==> src/rtl/line_ctrl_pkg.sv <==
package line_ctrl_pkg;

  // channel count and gpio width
  localparam int NUM_CH = 2;
  localparam int GPIO_W = 8;

  // register offsets on the host register port
  localparam logic [3:0] OFS_GPIO_DIR = 4'ha;
  localparam logic [3:0] OFS_PIN_STATE = 4'hb;
  localparam logic [3:0] OFS_PIN_IEN = 4'hc;
  localparam logic [3:0] OFS_GPIO_CTL = 4'he;
  localparam logic [3:0] OFS_XFEAT = 4'hf;

  // gpio_control bit positions
  localparam int CTL_LATCH = 0;
  localparam int CTL_MODEM_A = 1;
  localparam int CTL_MODEM_B = 2;
  localparam int CTL_SWRST = 3;

  // extra_features_control bit positions and writable bits
  localparam int XF_IR_FAST = 7;
  localparam int XF_DIR_POL = 5;
  localparam int XF_DIR_AUTO = 4;
  localparam logic [7:0] XF_RW_MASK = 8'hb7;

  // reset values
  localparam logic [7:0] DIR_RST = 8'h00;
  localparam logic [7:0] PIN_OUT_RST = 8'hff;
  localparam logic [7:0] IEN_RST = 8'h00;
  localparam logic [2:0] CTL_RST = 3'h0;
  localparam logic [7:0] XF_RST = 8'h00;
  localparam logic [7:0] REF_RST = 8'hff;

  // modem pin groups: channel a on the high nibble, channel b on the low one
  localparam logic [7:0] GRP_A_MASK = 8'hf0;
  localparam logic [7:0] GRP_B_MASK = 8'h0f;
  localparam logic [7:0] DTR_PIN_MASK = 8'h22;
  localparam int MDM_RI = 3;
  localparam int MDM_CD = 2;
  localparam int MDM_DSR = 0;
  localparam int GRP_A_BASE = 4;
  localparam int GRP_B_BASE = 0;

  // infrared pulse widths in 16x sample ticks
  localparam logic [2:0] IR_TICKS_STD = 3'h3;
  localparam logic [2:0] IR_TICKS_FAST = 3'h4;

  // software reset length counter width
  localparam int RST_CNT_W = 3;

  // host register request
  typedef struct packed {
    logic wr;
    logic rd;
    logic chan;
    logic [3:0] addr;
    logic [7:0] wdata;
  } reg_req_type;

  // per channel serial side signals from the channel core
  typedef struct packed {
    logic tx_serial;
    logic bit_start;
    logic tick16;
    logic tx_active;
    logic rts_core_b;
  } serial_side_type;

  // modem status pins handed to one channel, all active low
  typedef struct packed {
    logic ring_indicator_b;
    logic carrier_detect_b;
    logic dataset_ready_b;
  } modem_status_type;

  // complete block state
  typedef struct packed {
    logic [7:0] dir;
    logic [7:0] pin_out;
    logic [7:0] ien;
    logic [2:0] ctl;
    logic [RST_CNT_W-1:0] rst_cnt;
    logic [7:0] ref_lvl;
    logic [7:0] latched;
    logic [7:0] pend;
    logic [7:0] rdata;
    logic [7:0] gpio_out;
    logic [7:0] gpio_oe_b;
    logic irq;
    logic chan_reset;
    logic [NUM_CH-1:0][7:0] xfeat;
    logic [NUM_CH-1:0][2:0] ir_cnt;
    logic [NUM_CH-1:0] ir_out;
    logic [NUM_CH-1:0] rts_b;
    modem_status_type modem_a;
    modem_status_type modem_b;
  } state_type;

endpackage

==> src/rtl/gpio_line_ctrl.sv <==
// Summary of operation
// writing software reset bit resets whole device
// software reset bit clears itself when done
// software reset hits every channel together
// gpio registers shared, channel select ignored
// control bit 2 maps low pins to modem b
// control bit 1 maps high pins to modem a
// modem pins ignore gpio interrupt enables
// unlatched: reverting input withdraws pending interrupt
// latched: interrupt and level held until read
// extra features reachable only with page bit zero
// ir mode clear: 3/16 bit pulses
// ir mode set: quarter bit pulses
// auto direction bit lets transmitter drive rts
// polarity clear: low transmitting, high receiving
// polarity set: high transmitting, low receiving
// reserved bits read zero, ignore writes
`timescale 1ns/10ps
`default_nettype none

module gpio_line_ctrl import line_ctrl_pkg::*; #(
  parameter logic [RST_CNT_W-1:0] SW_RESET_CYCLES = 3'h4
) (
  // clock and reset
  input wire logic clk,
  input wire logic rst_b,
  // host register port
  input wire reg_req_type req,
  input wire logic [NUM_CH-1:0] page_sel,
  output logic [7:0] reg_rdata,
  // gpio pins
  input wire logic [GPIO_W-1:0] gpio_in,
  output logic [GPIO_W-1:0] gpio_out,
  output logic [GPIO_W-1:0] gpio_oe_b,
  output logic gpio_irq,
  // modem pins to and from the channels
  input wire logic terminal_ready_chan_a_b,
  input wire logic terminal_ready_chan_b_b,
  output modem_status_type modem_a,
  output modem_status_type modem_b,
  // serial side of each channel
  input wire serial_side_type [NUM_CH-1:0] ser,
  output logic [NUM_CH-1:0] ir_tx,
  output logic [NUM_CH-1:0] rts_b,
  output logic chan_reset
);

  state_type s_ff; // registered state
  state_type nxt_s; // next state
  logic [7:0] mmask; // pins taken by modem groups
  logic [7:0] elig; // pins allowed to raise interrupts
  logic [7:0] view; // pin state as the host sees it
  logic [7:0] chg; // eligible pins differing from reference
  logic rd_pin; // host read of pin state

  // pins taken over by modem groups
  function automatic logic [7:0] modem_mask(input logic sel_a, input logic sel_b);
    modem_mask = (sel_a ? GRP_A_MASK : 8'h00) | (sel_b ? GRP_B_MASK : 8'h00);
  endfunction

  // state after power-on reset or software reset
  function automatic state_type reset_state();
    state_type r;
    r = '0;
    r.dir = DIR_RST;
    r.pin_out = PIN_OUT_RST;
    r.ien = IEN_RST;
    r.ctl = CTL_RST;
    r.ref_lvl = REF_RST;
    r.gpio_out = PIN_OUT_RST;
    r.gpio_oe_b = ~DIR_RST;
    r.xfeat = {NUM_CH{XF_RST}};
    r.rts_b = '1;
    r.modem_a = '1;
    r.modem_b = '1;
    return r;
  endfunction

  // next state of the whole block
  always_comb begin
    nxt_s = s_ff;
    mmask = modem_mask(s_ff.ctl[CTL_MODEM_A], s_ff.ctl[CTL_MODEM_B]);
    elig = s_ff.ien & ~s_ff.dir & ~mmask;
    // a pending latched pin shows the level that raised it
    view = s_ff.ctl[CTL_LATCH] ? ((s_ff.pend & s_ff.latched) | (~s_ff.pend & gpio_in)) : gpio_in;
    chg = elig & (gpio_in ^ s_ff.ref_lvl);
    rd_pin = req.rd && (req.addr == OFS_PIN_STATE);
    // interrupt tracking
    if (s_ff.ctl[CTL_LATCH]) begin
      nxt_s.latched = view;
      nxt_s.pend = (s_ff.pend | chg) & ~mmask;
    end else begin
      nxt_s.latched = gpio_in;
      nxt_s.pend = chg;
    end
    // a read acknowledges: the shown level becomes the new reference
    if (rd_pin) begin
      nxt_s.ref_lvl = view;
      nxt_s.pend = '0;
    end
    nxt_s.irq = |nxt_s.pend;
    // read data, gpio registers ignore the channel select
    nxt_s.rdata = 8'h00;
    if (req.rd) begin
      unique case (req.addr)
        OFS_GPIO_DIR: nxt_s.rdata = s_ff.dir;
        OFS_PIN_STATE: nxt_s.rdata = view;
        OFS_PIN_IEN: nxt_s.rdata = s_ff.ien;
        OFS_GPIO_CTL: nxt_s.rdata = {4'h0, s_ff.rst_cnt != '0, s_ff.ctl};
        OFS_XFEAT: nxt_s.rdata = page_sel[req.chan] ? 8'h00 : (s_ff.xfeat[req.chan] & XF_RW_MASK);
        default: nxt_s.rdata = 8'h00; // unmapped offsets read zero
      endcase
    end
    // writes
    if (req.wr) begin
      unique case (req.addr)
        OFS_GPIO_DIR: nxt_s.dir = req.wdata;
        OFS_PIN_STATE: nxt_s.pin_out = req.wdata;
        OFS_PIN_IEN: nxt_s.ien = req.wdata;
        OFS_GPIO_CTL: nxt_s.ctl = req.wdata[2:0];
        OFS_XFEAT: begin
          // other page holds a different register here
          if (!page_sel[req.chan]) begin
            nxt_s.xfeat[req.chan] = req.wdata & XF_RW_MASK;
          end
        end
        default: ; // writes to unmapped offsets are dropped
      endcase
    end
    // modem status pins, idle high when the group is plain gpio
    nxt_s.modem_a.ring_indicator_b = s_ff.ctl[CTL_MODEM_A] ? gpio_in[GRP_A_BASE + MDM_RI] : 1'b1;
    nxt_s.modem_a.carrier_detect_b = s_ff.ctl[CTL_MODEM_A] ? gpio_in[GRP_A_BASE + MDM_CD] : 1'b1;
    nxt_s.modem_a.dataset_ready_b = s_ff.ctl[CTL_MODEM_A] ? gpio_in[GRP_A_BASE + MDM_DSR] : 1'b1;
    nxt_s.modem_b.ring_indicator_b = s_ff.ctl[CTL_MODEM_B] ? gpio_in[GRP_B_BASE + MDM_RI] : 1'b1;
    nxt_s.modem_b.carrier_detect_b = s_ff.ctl[CTL_MODEM_B] ? gpio_in[GRP_B_BASE + MDM_CD] : 1'b1;
    nxt_s.modem_b.dataset_ready_b = s_ff.ctl[CTL_MODEM_B] ? gpio_in[GRP_B_BASE + MDM_DSR] : 1'b1;
    // pin drive: terminal ready pins are the only modem outputs
    nxt_s.gpio_out = (s_ff.pin_out & ~mmask)
                   | ({{3{terminal_ready_chan_a_b}}, 1'b0, {3{terminal_ready_chan_b_b}}, 1'b0} & ~8'h11
                      & DTR_PIN_MASK & mmask);
    nxt_s.gpio_oe_b = ~((s_ff.dir & ~mmask) | (DTR_PIN_MASK & mmask));
    // per channel infrared pulse and rts direction
    for (int c = 0; c < NUM_CH; c++) begin
      if (ser[c].bit_start && !ser[c].tx_serial) begin
        nxt_s.ir_cnt[c] = s_ff.xfeat[c][XF_IR_FAST] ? IR_TICKS_FAST : IR_TICKS_STD;
      end else if (ser[c].tick16 && (s_ff.ir_cnt[c] != 3'h0)) begin
        nxt_s.ir_cnt[c] = s_ff.ir_cnt[c] - 3'h1;
      end
      nxt_s.ir_out[c] = nxt_s.ir_cnt[c] != 3'h0;
      if (s_ff.xfeat[c][XF_DIR_AUTO]) begin
        // polarity bit only matters under automatic direction
        nxt_s.rts_b[c] = s_ff.xfeat[c][XF_DIR_POL] ? ser[c].tx_active : !ser[c].tx_active;
      end else begin
        nxt_s.rts_b[c] = ser[c].rts_core_b;
      end
    end
    // software reset overrides everything; host writes meanwhile are lost
    if (s_ff.rst_cnt != '0) begin
      nxt_s = reset_state();
      nxt_s.rst_cnt = s_ff.rst_cnt - 3'h1;
      nxt_s.chan_reset = nxt_s.rst_cnt != '0;
    end else if (req.wr && (req.addr == OFS_GPIO_CTL) && req.wdata[CTL_SWRST]) begin
      nxt_s = reset_state();
      nxt_s.rst_cnt = SW_RESET_CYCLES;
      nxt_s.chan_reset = 1'b1;
    end
  end

  // state register
  always_ff @(posedge clk) begin
    if (!rst_b) begin
      s_ff <= reset_state();
    end else begin
      s_ff <= nxt_s;
    end
  end

  // outputs straight from the state register
  assign reg_rdata = s_ff.rdata;
  assign gpio_out = s_ff.gpio_out;
  assign gpio_oe_b = s_ff.gpio_oe_b;
  assign gpio_irq = s_ff.irq;
  assign modem_a = s_ff.modem_a;
  assign modem_b = s_ff.modem_b;
  assign ir_tx = s_ff.ir_out;
  assign rts_b = s_ff.rts_b;
  assign chan_reset = s_ff.chan_reset;

  // no software reset running or being started; a reset overrides every other output
  logic quiet;
  assign quiet = (s_ff.rst_cnt == '0) && !(req.wr && (req.addr == OFS_GPIO_CTL) && req.wdata[CTL_SWRST]);
endmodule

`default_nettype wire

==> config.mk <==
export PLATFORM = sky130hd
export DESIGN_NAME = gpio_line_ctrl
export DESIGN_NICKNAME = d
export VERILOG_FILES = /design/src/rtl/line_ctrl_pkg.sv /design/src/rtl/gpio_line_ctrl.sv
export SDC_FILE = /design/constraint.sdc
export NUM_CORES = 1
export LEC_CHECK = 0
export ABC_CLOCK_PERIOD_IN_PS = 3200
export CAP_MARGIN = 20
export CORE_ASPECT_RATIO = 1.25
export CORE_UTILIZATION = 67
export DETAILED_ROUTE_END_ITERATION = 6
export DONT_BUFFER_PORTS = 1
export PLACE_DENSITY = 0.83
export SLEW_MARGIN = 20
export SYNTH_ARGS = -nofsm -noshare
export SYNTH_HDL_FRONTEND = slang
export SYNTH_SLANG_ARGS = --single-unit
==> constraint.sdc <==
create_clock -name clk -period 3.2 [get_ports clk]
set_input_delay 0.64 -clock clk [delete_from_list [all_inputs] [get_ports clk]]
set_output_delay 0.64 -clock clk [all_outputs]
set_load 0.03 [all_outputs]
======== Word level (Yosys, flattened, before mapping) ========
Index checks and enable logic that the tools add are counted.
operators by class
  eq/ne operators ......................... 5
  bitwise gates (word level) .............. 24
  reduce and logical (&&, ||, !) cells .... 29
  multiplexer cells ....................... 37
  magnitude comparators ................... 2
  div/mod/pow operators ................... 0
  shift operators ......................... 0
  add/subtract/negate cells ............... 3
  multipliers ............................. 0
operators with widths
  kind                 count
  $mux 85              2
  $mux 8               9
  $and 8x8->8          8
  $mux 16              4
  $pmux 8 s5           1
  $not 8->8            4
  $or 8x8->8           3
  $eq 4x4->1 const B   5
  $mux 3               6
  $reduce_bool 3->1    6
  $bwmux 16            1
  $mux 1               12
  $reduce_or 4->1      3
  $sub 3x1->3 const B  3
  $and 6x8->8          1
  $demux 8 s1          1
  $logic_and 1x1->1    8
  $or 8x4->8           1
  $or 8x6->8           1
  $reduce_and 2->1     4
  $reduce_or 8->1      1
  $xor 8x8->8          1
  $not 1->1            5
  $logic_not 1->1      4
  6 further kinds      6
word-level totals
  latch bits .............................. 0
  RAM bits ................................ 0
  memory bits (read-only) ................. 0
  bits in registers ....................... 112
  bits of input ports ..................... 39
  memories kept ........................... 0

======== Longest topological paths before layout ========
Gate-level depths: netlist of the first run.
  depth in word-level cells ............... 12
  gate-level depth with buffers ........... 7
  gate-level depth less buffers ........... 7

======== Worst setup path after synthesis of the first run ========
No wires, ideal clock.
  path type ............................... input port to flip-flop
  start ................................... input port req[8] (netlist name)
  end ..................................... register (tool-made name)
  buffers on the path ..................... 3
  stages .................................. 6
  setup slack ............................. 1.399 ns
  arrival ................................. 1.673 ns
  cells stage by stage .................... buf_2 -> nand2b_1 -> o21ai_1 -> buf_2 -> buf_1 -> nor2_1
RTL lines
  item         RTL line              RTL
  from (decl)  gpio_line_ctrl.sv:28  input wire reg_req_type req,

======== Worst setup path after layout of the first run ========
  start ................................... register s_ff[10] (netlist name)
  end ..................................... register s_ff[11] (netlist name)
between the ends
  longest elaborated chain between the ends .. 4
  elaborated cells between the ends (all ways) .. 5
  classes of those cells .................. add/sub: 1; mux: 2; reduce/logical: 2
ends and longest elaborated chain
  item                                                                 RTL line               RTL
  from (decl)                                                          gpio_line_ctrl.sv:48   state_type s_ff;
  from (signal assigned)                                               gpio_line_ctrl.sv:172  s_ff <= reset_state();
  from (signal assigned)                                               gpio_line_ctrl.sv:174  s_ff <= nxt_s;
  parallel branches: the longest is 2 deep, another holds $sub 3x1->3  -
  $mux 3 *                                                             gpio_line_ctrl.sv:146  end else if (ser[c].tick16 && (s_ff.ir_cnt[c] != 3'h0)) begin
  $mux 3 *                                                             gpio_line_ctrl.sv:144  if (ser[c].bit_start && !ser[c].tx_serial) begin
Every way passes the cells marked *.
A chain may end at the register's enable or synchronous reset.

==> results of run 1 <==
power by group:
part / internal [mW] / leakage [nW] / switching (mW)
Combinational: 0.0782 / 0.903 / 0.106
Clock: 0.362 / 0.0866 / 0.450
Sequential: 1.38 / 0.878 / 0.0399
Total: 1.82 / 1.87 / 0.596
final timing paths:
check        startpoint           end  depth (start not counted)
max reg2reg    s_ff[10]      s_ff[11]                          7
max            s_ff[10]      s_ff[11]                          7
min          gpio_in[4]    modem_a[0]                          1
min reg2reg   s_ff[108]  gpio_oe_b[4]                          1
critical path: stages, from the launching register on:
cell	delay (ns)
dfxtp_1	0.36
inv_1	0.05
ha_1	0.19
ha_1	0.18
nor2b_1	0.32
mux2_2	0.40
mux2_2	0.26
nor2_1	0.07
cell families after synthesis:
logic type,Yosys count,share of synthesized area [%]
AOI/OAI and AO/OA,90,12.9
xor gates and xnor gates,12,2.26
adders and majority gates,4,1.08
buffers and inverters,74,9.11
DFF,108,46.6
muxes,41,9.14
and+or+nand+nor,182,19.0
area by class of cell:
type,count,area [µm²]
clock buffer,12,135
clock inverter,4,50.0
fill,533,2050
inverter,14,52.6
multi-input combinational,329,2060
sequential,108,2160
tap,87,109
timing repair buffer,4,30.0
cell usage after synthesis (all sizes together) (2+ instances only):
library cell  count
nand4             2
a31oi             3
inv              14
xnor2             6
nand3            22
a21boi            3
o21a              2
dfxtp           108
mux2i            30
nor2             45
a41oi             2
mux2             11
xor2              6
nand3b            9
a21bo             3
clkbuf           12
a211oi            3
and2              4
nor4b             4
a21oi            25
nor3b             4
o21ai            18
nand2            66
buf              48
a22o              5
a22oi             4
ha                4
o211ai           15
nor2b             7
nor3              4
nand2b            9
through the flow:
| stage | area, µm² | total power, mW |
|---|---|---|
| 6_report | 4600 | 2.42 |
| 5_1_grt | 4600 | 2.49 |
| 4_1_cts | 4600 | 2.41 |
| 3_5_place_dp | 4410 | 1.63 |
| 3_3_place_gp | 4410 | 1.62 |
| 2_1_floorplan | 4640 | 1.61 |
routing by layer:
layer | share of wire [%] | wire length, µm
met1 | 41 | 4180
met2 | 49 | 5000
met5 | 0 | 0
met3 | 6.8 | 689
met4 | 2.5 | 252
==> flow_summary.ini, run 1 <==
[floorplan]
design.portCount = 75
fp.dieH_um = 95.1
die_area_um2 = 7270
chipWidth_um = 76.5
coreArea_um2 = 6650
placementRows = 33
start_util_pct = 69.8

[final_layout]
design.final.nets = 509
area_growth_pct = -0.916
layoutNonFillerInstCount = 558
layout_commonest_cell = dfxtp_1
mostFrequentLayoutCells = dfxtp_1, nand2_1, nor2_1
post-route-util_pct = 69.2
drive_gt1_share_pct = 7.01
diodes = 0

[synth]
syn-cell-area_um2 = 4640
yosys.area.top_type_share_pct = 46.6
number_of_synthesized_flops_with_an_enable_pin = 0
postSynth.topFlopCell = dfxtp_1
synth_seq_area_share_pct = 46.6
synth_area_leaders = dfxtp_1, mux2i_1, buf_4, nand2_1, nor2_1
netlist.top_cell.by_area = dfxtp_1
post_synth_inst_count = 511
syn-mean-instance-area_um2 = 9.08
synth_fp_nets = 554
synth_seq_cells = 108
yosys_warnings = 0
synth.distinct_cells = 52
async_flop_share_pct = 0

[sta]
final-setup-viol-count = 0
max-slew-margin-rel_pct = 48.8
finalCriticalPeriod_ns = 1.87
hold_viol = 0
finClkSkew_ns = 0.00733
min_period_over_period_pct = 58.5
worst_slew_pin_slew_ns = 0.767
maxSlewViolCount = 0
fin_tns_setup_ns = 0
fmaxAchievable_ghz = 0.534
grt_setup_unrepaired = false
setup_ws_final_ns = 1.33
finalHoldWorstSlack_ns = 0.370

[clocking]
cts_setup_buffers = 0
cts.hold.buffers_added = 0
cts_sinks = 108
root_buffer = clkbuf_8
cts_buffer_count = 9
clock_insertion_delay_worst_skew_ns = 0.37
tritoncts = yes
number_of_gates_given_a_new_drive_strength_after_cts = 0
cts_clock_pin_slew_for_the_worst_setup_and_hold_paths_ns = 0.10
cts-htree-levels = 3
cts_buffer_depth = 2

[global_routing]
grt_util_met3_pct = 6.60
grt.total_usage_pct = 29.2
use_met1_pct = 34.4
number_of_antenna_violations_at_the_first_check_in_global_routing = 0
grt_max_degree = 39
busiest_layer = met2
sum_of_overflow_across_all_layers_after_global_routing = 0
vias_in_the_first_global_route = 3286
global_route_wire_length_before_repair_mm = 16.3
groute.layer.met2.usage_pct = 51.1

[drt]
ant_nets = 0
drc = 0
dr.pass1.iters = 5
vias_per_cell = 6.13
drt_wl_total_mm = 10.1
dr_total_vias = 3419
dr.first_iter.drc_count = 267
route.detailed.wl_per_inst_um = 18.1

[hold_path]
timing.hold.worst.class = primary input to flip-flop

[power_and_ir_drop]
irDropWorstVdd_uv = 356
power.static_leakage_nw = 1.87
power_density_nw_per_um2 = 525

[worst_setup_path]
critPathArrivalTime_ns = 2.19
reg2reg_slack_ns = 1.33
timing.critical_path.from_type = flip-flop
cp_data_required_time_ns = 3.52
timing.critical_path.to_type = flip-flop
critPathMaxFanout = 5
path_class = flip-flop to flip-flop

[placement]
place.detailed.hpwl_mm = 7.20
placement.io_buffers = 0
dp_worst_setup_slack_ns = 1.27
place.gp.congestion = 0.898
placedCellCount = 542

[run_status]
result_of_the_run = finished clean

[job]
maxCapViolCount = 0
No activity file was read; power rests on OpenSTA's default activity.
==> run 2, diff against run 1 <==
Settings changed: ABC_CLOCK_PERIOD_IN_PS 3200 to 1790, CORE_UTILIZATION 67 to 63, PLACE_DENSITY 0.83 to 0.79.
Clock period 3.2 ns to 1.79 ns, I/O delays scaled along.
==> run 2 against run 1 <==
  * The flow now finishes with violations (design-rule violations)
  * Worst hold slack lost 0.28 ns
  * Sequential power is 78% higher
  * Register-to-register slack worse by 1.2 ns
  * Utilization down 1.5 points
  * Sequential share of layout area fell by 1.8 points
  * Die area grew 6.2%
  * Highest routed layer unchanged
  * Critical endpoint unchanged
  * Clock power up 98%
  * Global-route usage fell by 0.35 points
==> flow_summary.ini, run 2 (same netlist as run 1, synthesis figures left out) <==
[run_status]
result_of_the_run = finished, violations left
violations = design-rule violations

[global_routing]
number_of_antenna_violations_at_the_first_check_in_global_routing = 0
vias_in_the_first_global_route = 3522
grt.total_usage_pct = 28.9
grt_max_degree = 26
global_route_wire_length_before_repair_mm = 17.0
sum_of_overflow_across_all_layers_after_global_routing = 0

[sta]
fmaxAchievable_ghz = 0.586
fin_tns_setup_ns = 0
min_period_over_period_pct = 95.4
worst_slew_pin_slew_ns = 0.568
maxSlewViolCount = 0
finalCriticalPeriod_ns = 1.71
final-setup-viol-count = 0
max-slew-margin-rel_pct = 62.1
grt_setup_unrepaired = false
finalHoldWorstSlack_ns = 0.0920
finClkSkew_ns = 0.00857
hold_viol = 0

[clocking]
tritoncts = yes
cts_setup_buffers = 0
cts_buffer_depth = 2
clock_insertion_delay_worst_skew_ns = 0.36
cts_buffer_count = 9
cts_sinks = 108
cts-htree-levels = 3
cts_clock_pin_slew_for_the_worst_setup_and_hold_paths_ns = 0.10
root_buffer = clkbuf_8
cts.hold.buffers_added = 0

[floorplan]
coreArea_um2 = 7060
design.portCount = 75
start_util_pct = 65.7
chipWidth_um = 78.8
fp.dieH_um = 98.0
placementRows = 34
die_area_um2 = 7720

[drt]
vias_per_cell = 6.14
route.detailed.wl_per_inst_um = 18.0
dr.pass1.iters = 7
drt_wl_total_mm = 10.4
ant_nets = 0
dr.first_iter.drc_count = 211
drc = 4
dr_total_vias = 3542

[placement]
place.detailed.hpwl_mm = 7.65
placement.io_buffers = 0
place.gp.congestion = 0.856
placedCellCount = 561

[worst_setup_path]
timing.critical_path.from_type = flip-flop
critPathMaxFanout = 2
critPathArrivalTime_ns = 2.01
reg2reg_slack_ns = 0.08
reg2reg_to = s_ff[11]
ff2ff_path_depth = 7
timing.critical_path.to_type = flip-flop
path_class = flip-flop to flip-flop
cp_data_required_time_ns = 2.09
reg2reg_from = s_ff[10]

[hold_path]
whs_endpoint = modem_a[1]
holdPathStages = 1
timing.hold.worst.class = primary input to flip-flop
hold_start = gpio_in[6]

[power_and_ir_drop]
power.static_leakage_nw = 1.97
power_density_nw_per_um2 = 943
irDropWorstVdd_uv = 670

[final_layout]
design.final.nets = 525
layout_commonest_cell = dfxtp_1
mostFrequentLayoutCells = dfxtp_1, nand2_1, nor2_1
drive_gt1_share_pct = 10.9
diodes = 0
area_growth_pct = 2.94
layoutNonFillerInstCount = 577

[job]
maxCapViolCount = 0
[run 2: cell count changes in the layout (fill, tap and decap cells not counted)]
cell | previous run | this run
buf_12 | 0 | 1
buf_4 | 4 | 19
bufinv_16 | 1 | 2
clkbuf_1 | 3 | 0
clkbuf_8 | 9 | 10
clkinvlp_4 | 2 | 3
nor2b_1 | 7 | 6
nor2b_2 | 0 | 1
[run 2: metrics by stage]
stage	cell area, µm²	util (%)	power [mW]	setup slack [ns]
floorplan	4640	-	2.89	0.0648
global placement	4550	64.4	2.92	0.172
detailed placement	4550	64.4	2.94	0.0660
CTS	4780	67.6	4.54	0.0386
global route	4780	67.7	4.70	0.0149
finish	4780	67.7	4.50	0.0826
[run 2: layer usage]
layer | track usage (%) | wire (µm)
met1 | 33.0 | 4000
met5 | 0 | 0
met4 | 14.5 | 425
met3 | 8.60 | 736
met2 | 48.4 | 5200
[run 2: final cells by class]
| cell class | instances | area, µm² |
|---|---|---|
| clock inverters | 6 | 87.6 |
| well taps | 90 | 113 |
| multi-input cells | 329 | 2060 |
| flip-flops and latches | 108 | 2160 |
| clock buffers | 10 | 138 |
| repair buffers | 20 | 163 |
| fillers | 592 | 2280 |
| inverters | 14 | 52.6 |
[run 2: critical path, cell delays in order (launching register included)]
cell and delay (ns):
dfxtp_1 0.37, inv_1 0.05, ha_1 0.19, ha_1 0.19, nor2b_2 0.15, mux2_2 0.36
mux2_2 0.26, nor2_1 0.07
[run 2: timing repair]
item,CTS,global route
endpoints found under the hold margin,0,0
endpoints found under the setup margin,0,1
gates resized for setup,0,1
[run 2: worst max path at each step]
stage	from	endpoint	slack, ns
after detailed placement	s_ff[10]	s_ff[11]	0.07
after floorplan	s_ff[10]	s_ff[11]	0.06
after global placement	s_ff[10]	s_ff[11]	0.17
after CTS	s_ff[10]	s_ff[11]	0.04
after global routing	s_ff[60]	gpio_irq	0.01
final	s_ff[10]	s_ff[11]	0.08
[run 2: power breakdown]
part	leakage (nW)	internal (mW)	switching [mW]	total (mW)
clock	0.105	0.823	0.786	1.61
combinational	0.990	0.161	0.199	0.360
sequential	0.878	2.47	0.0697	2.53
total	1.97	3.45	1.05	4.50
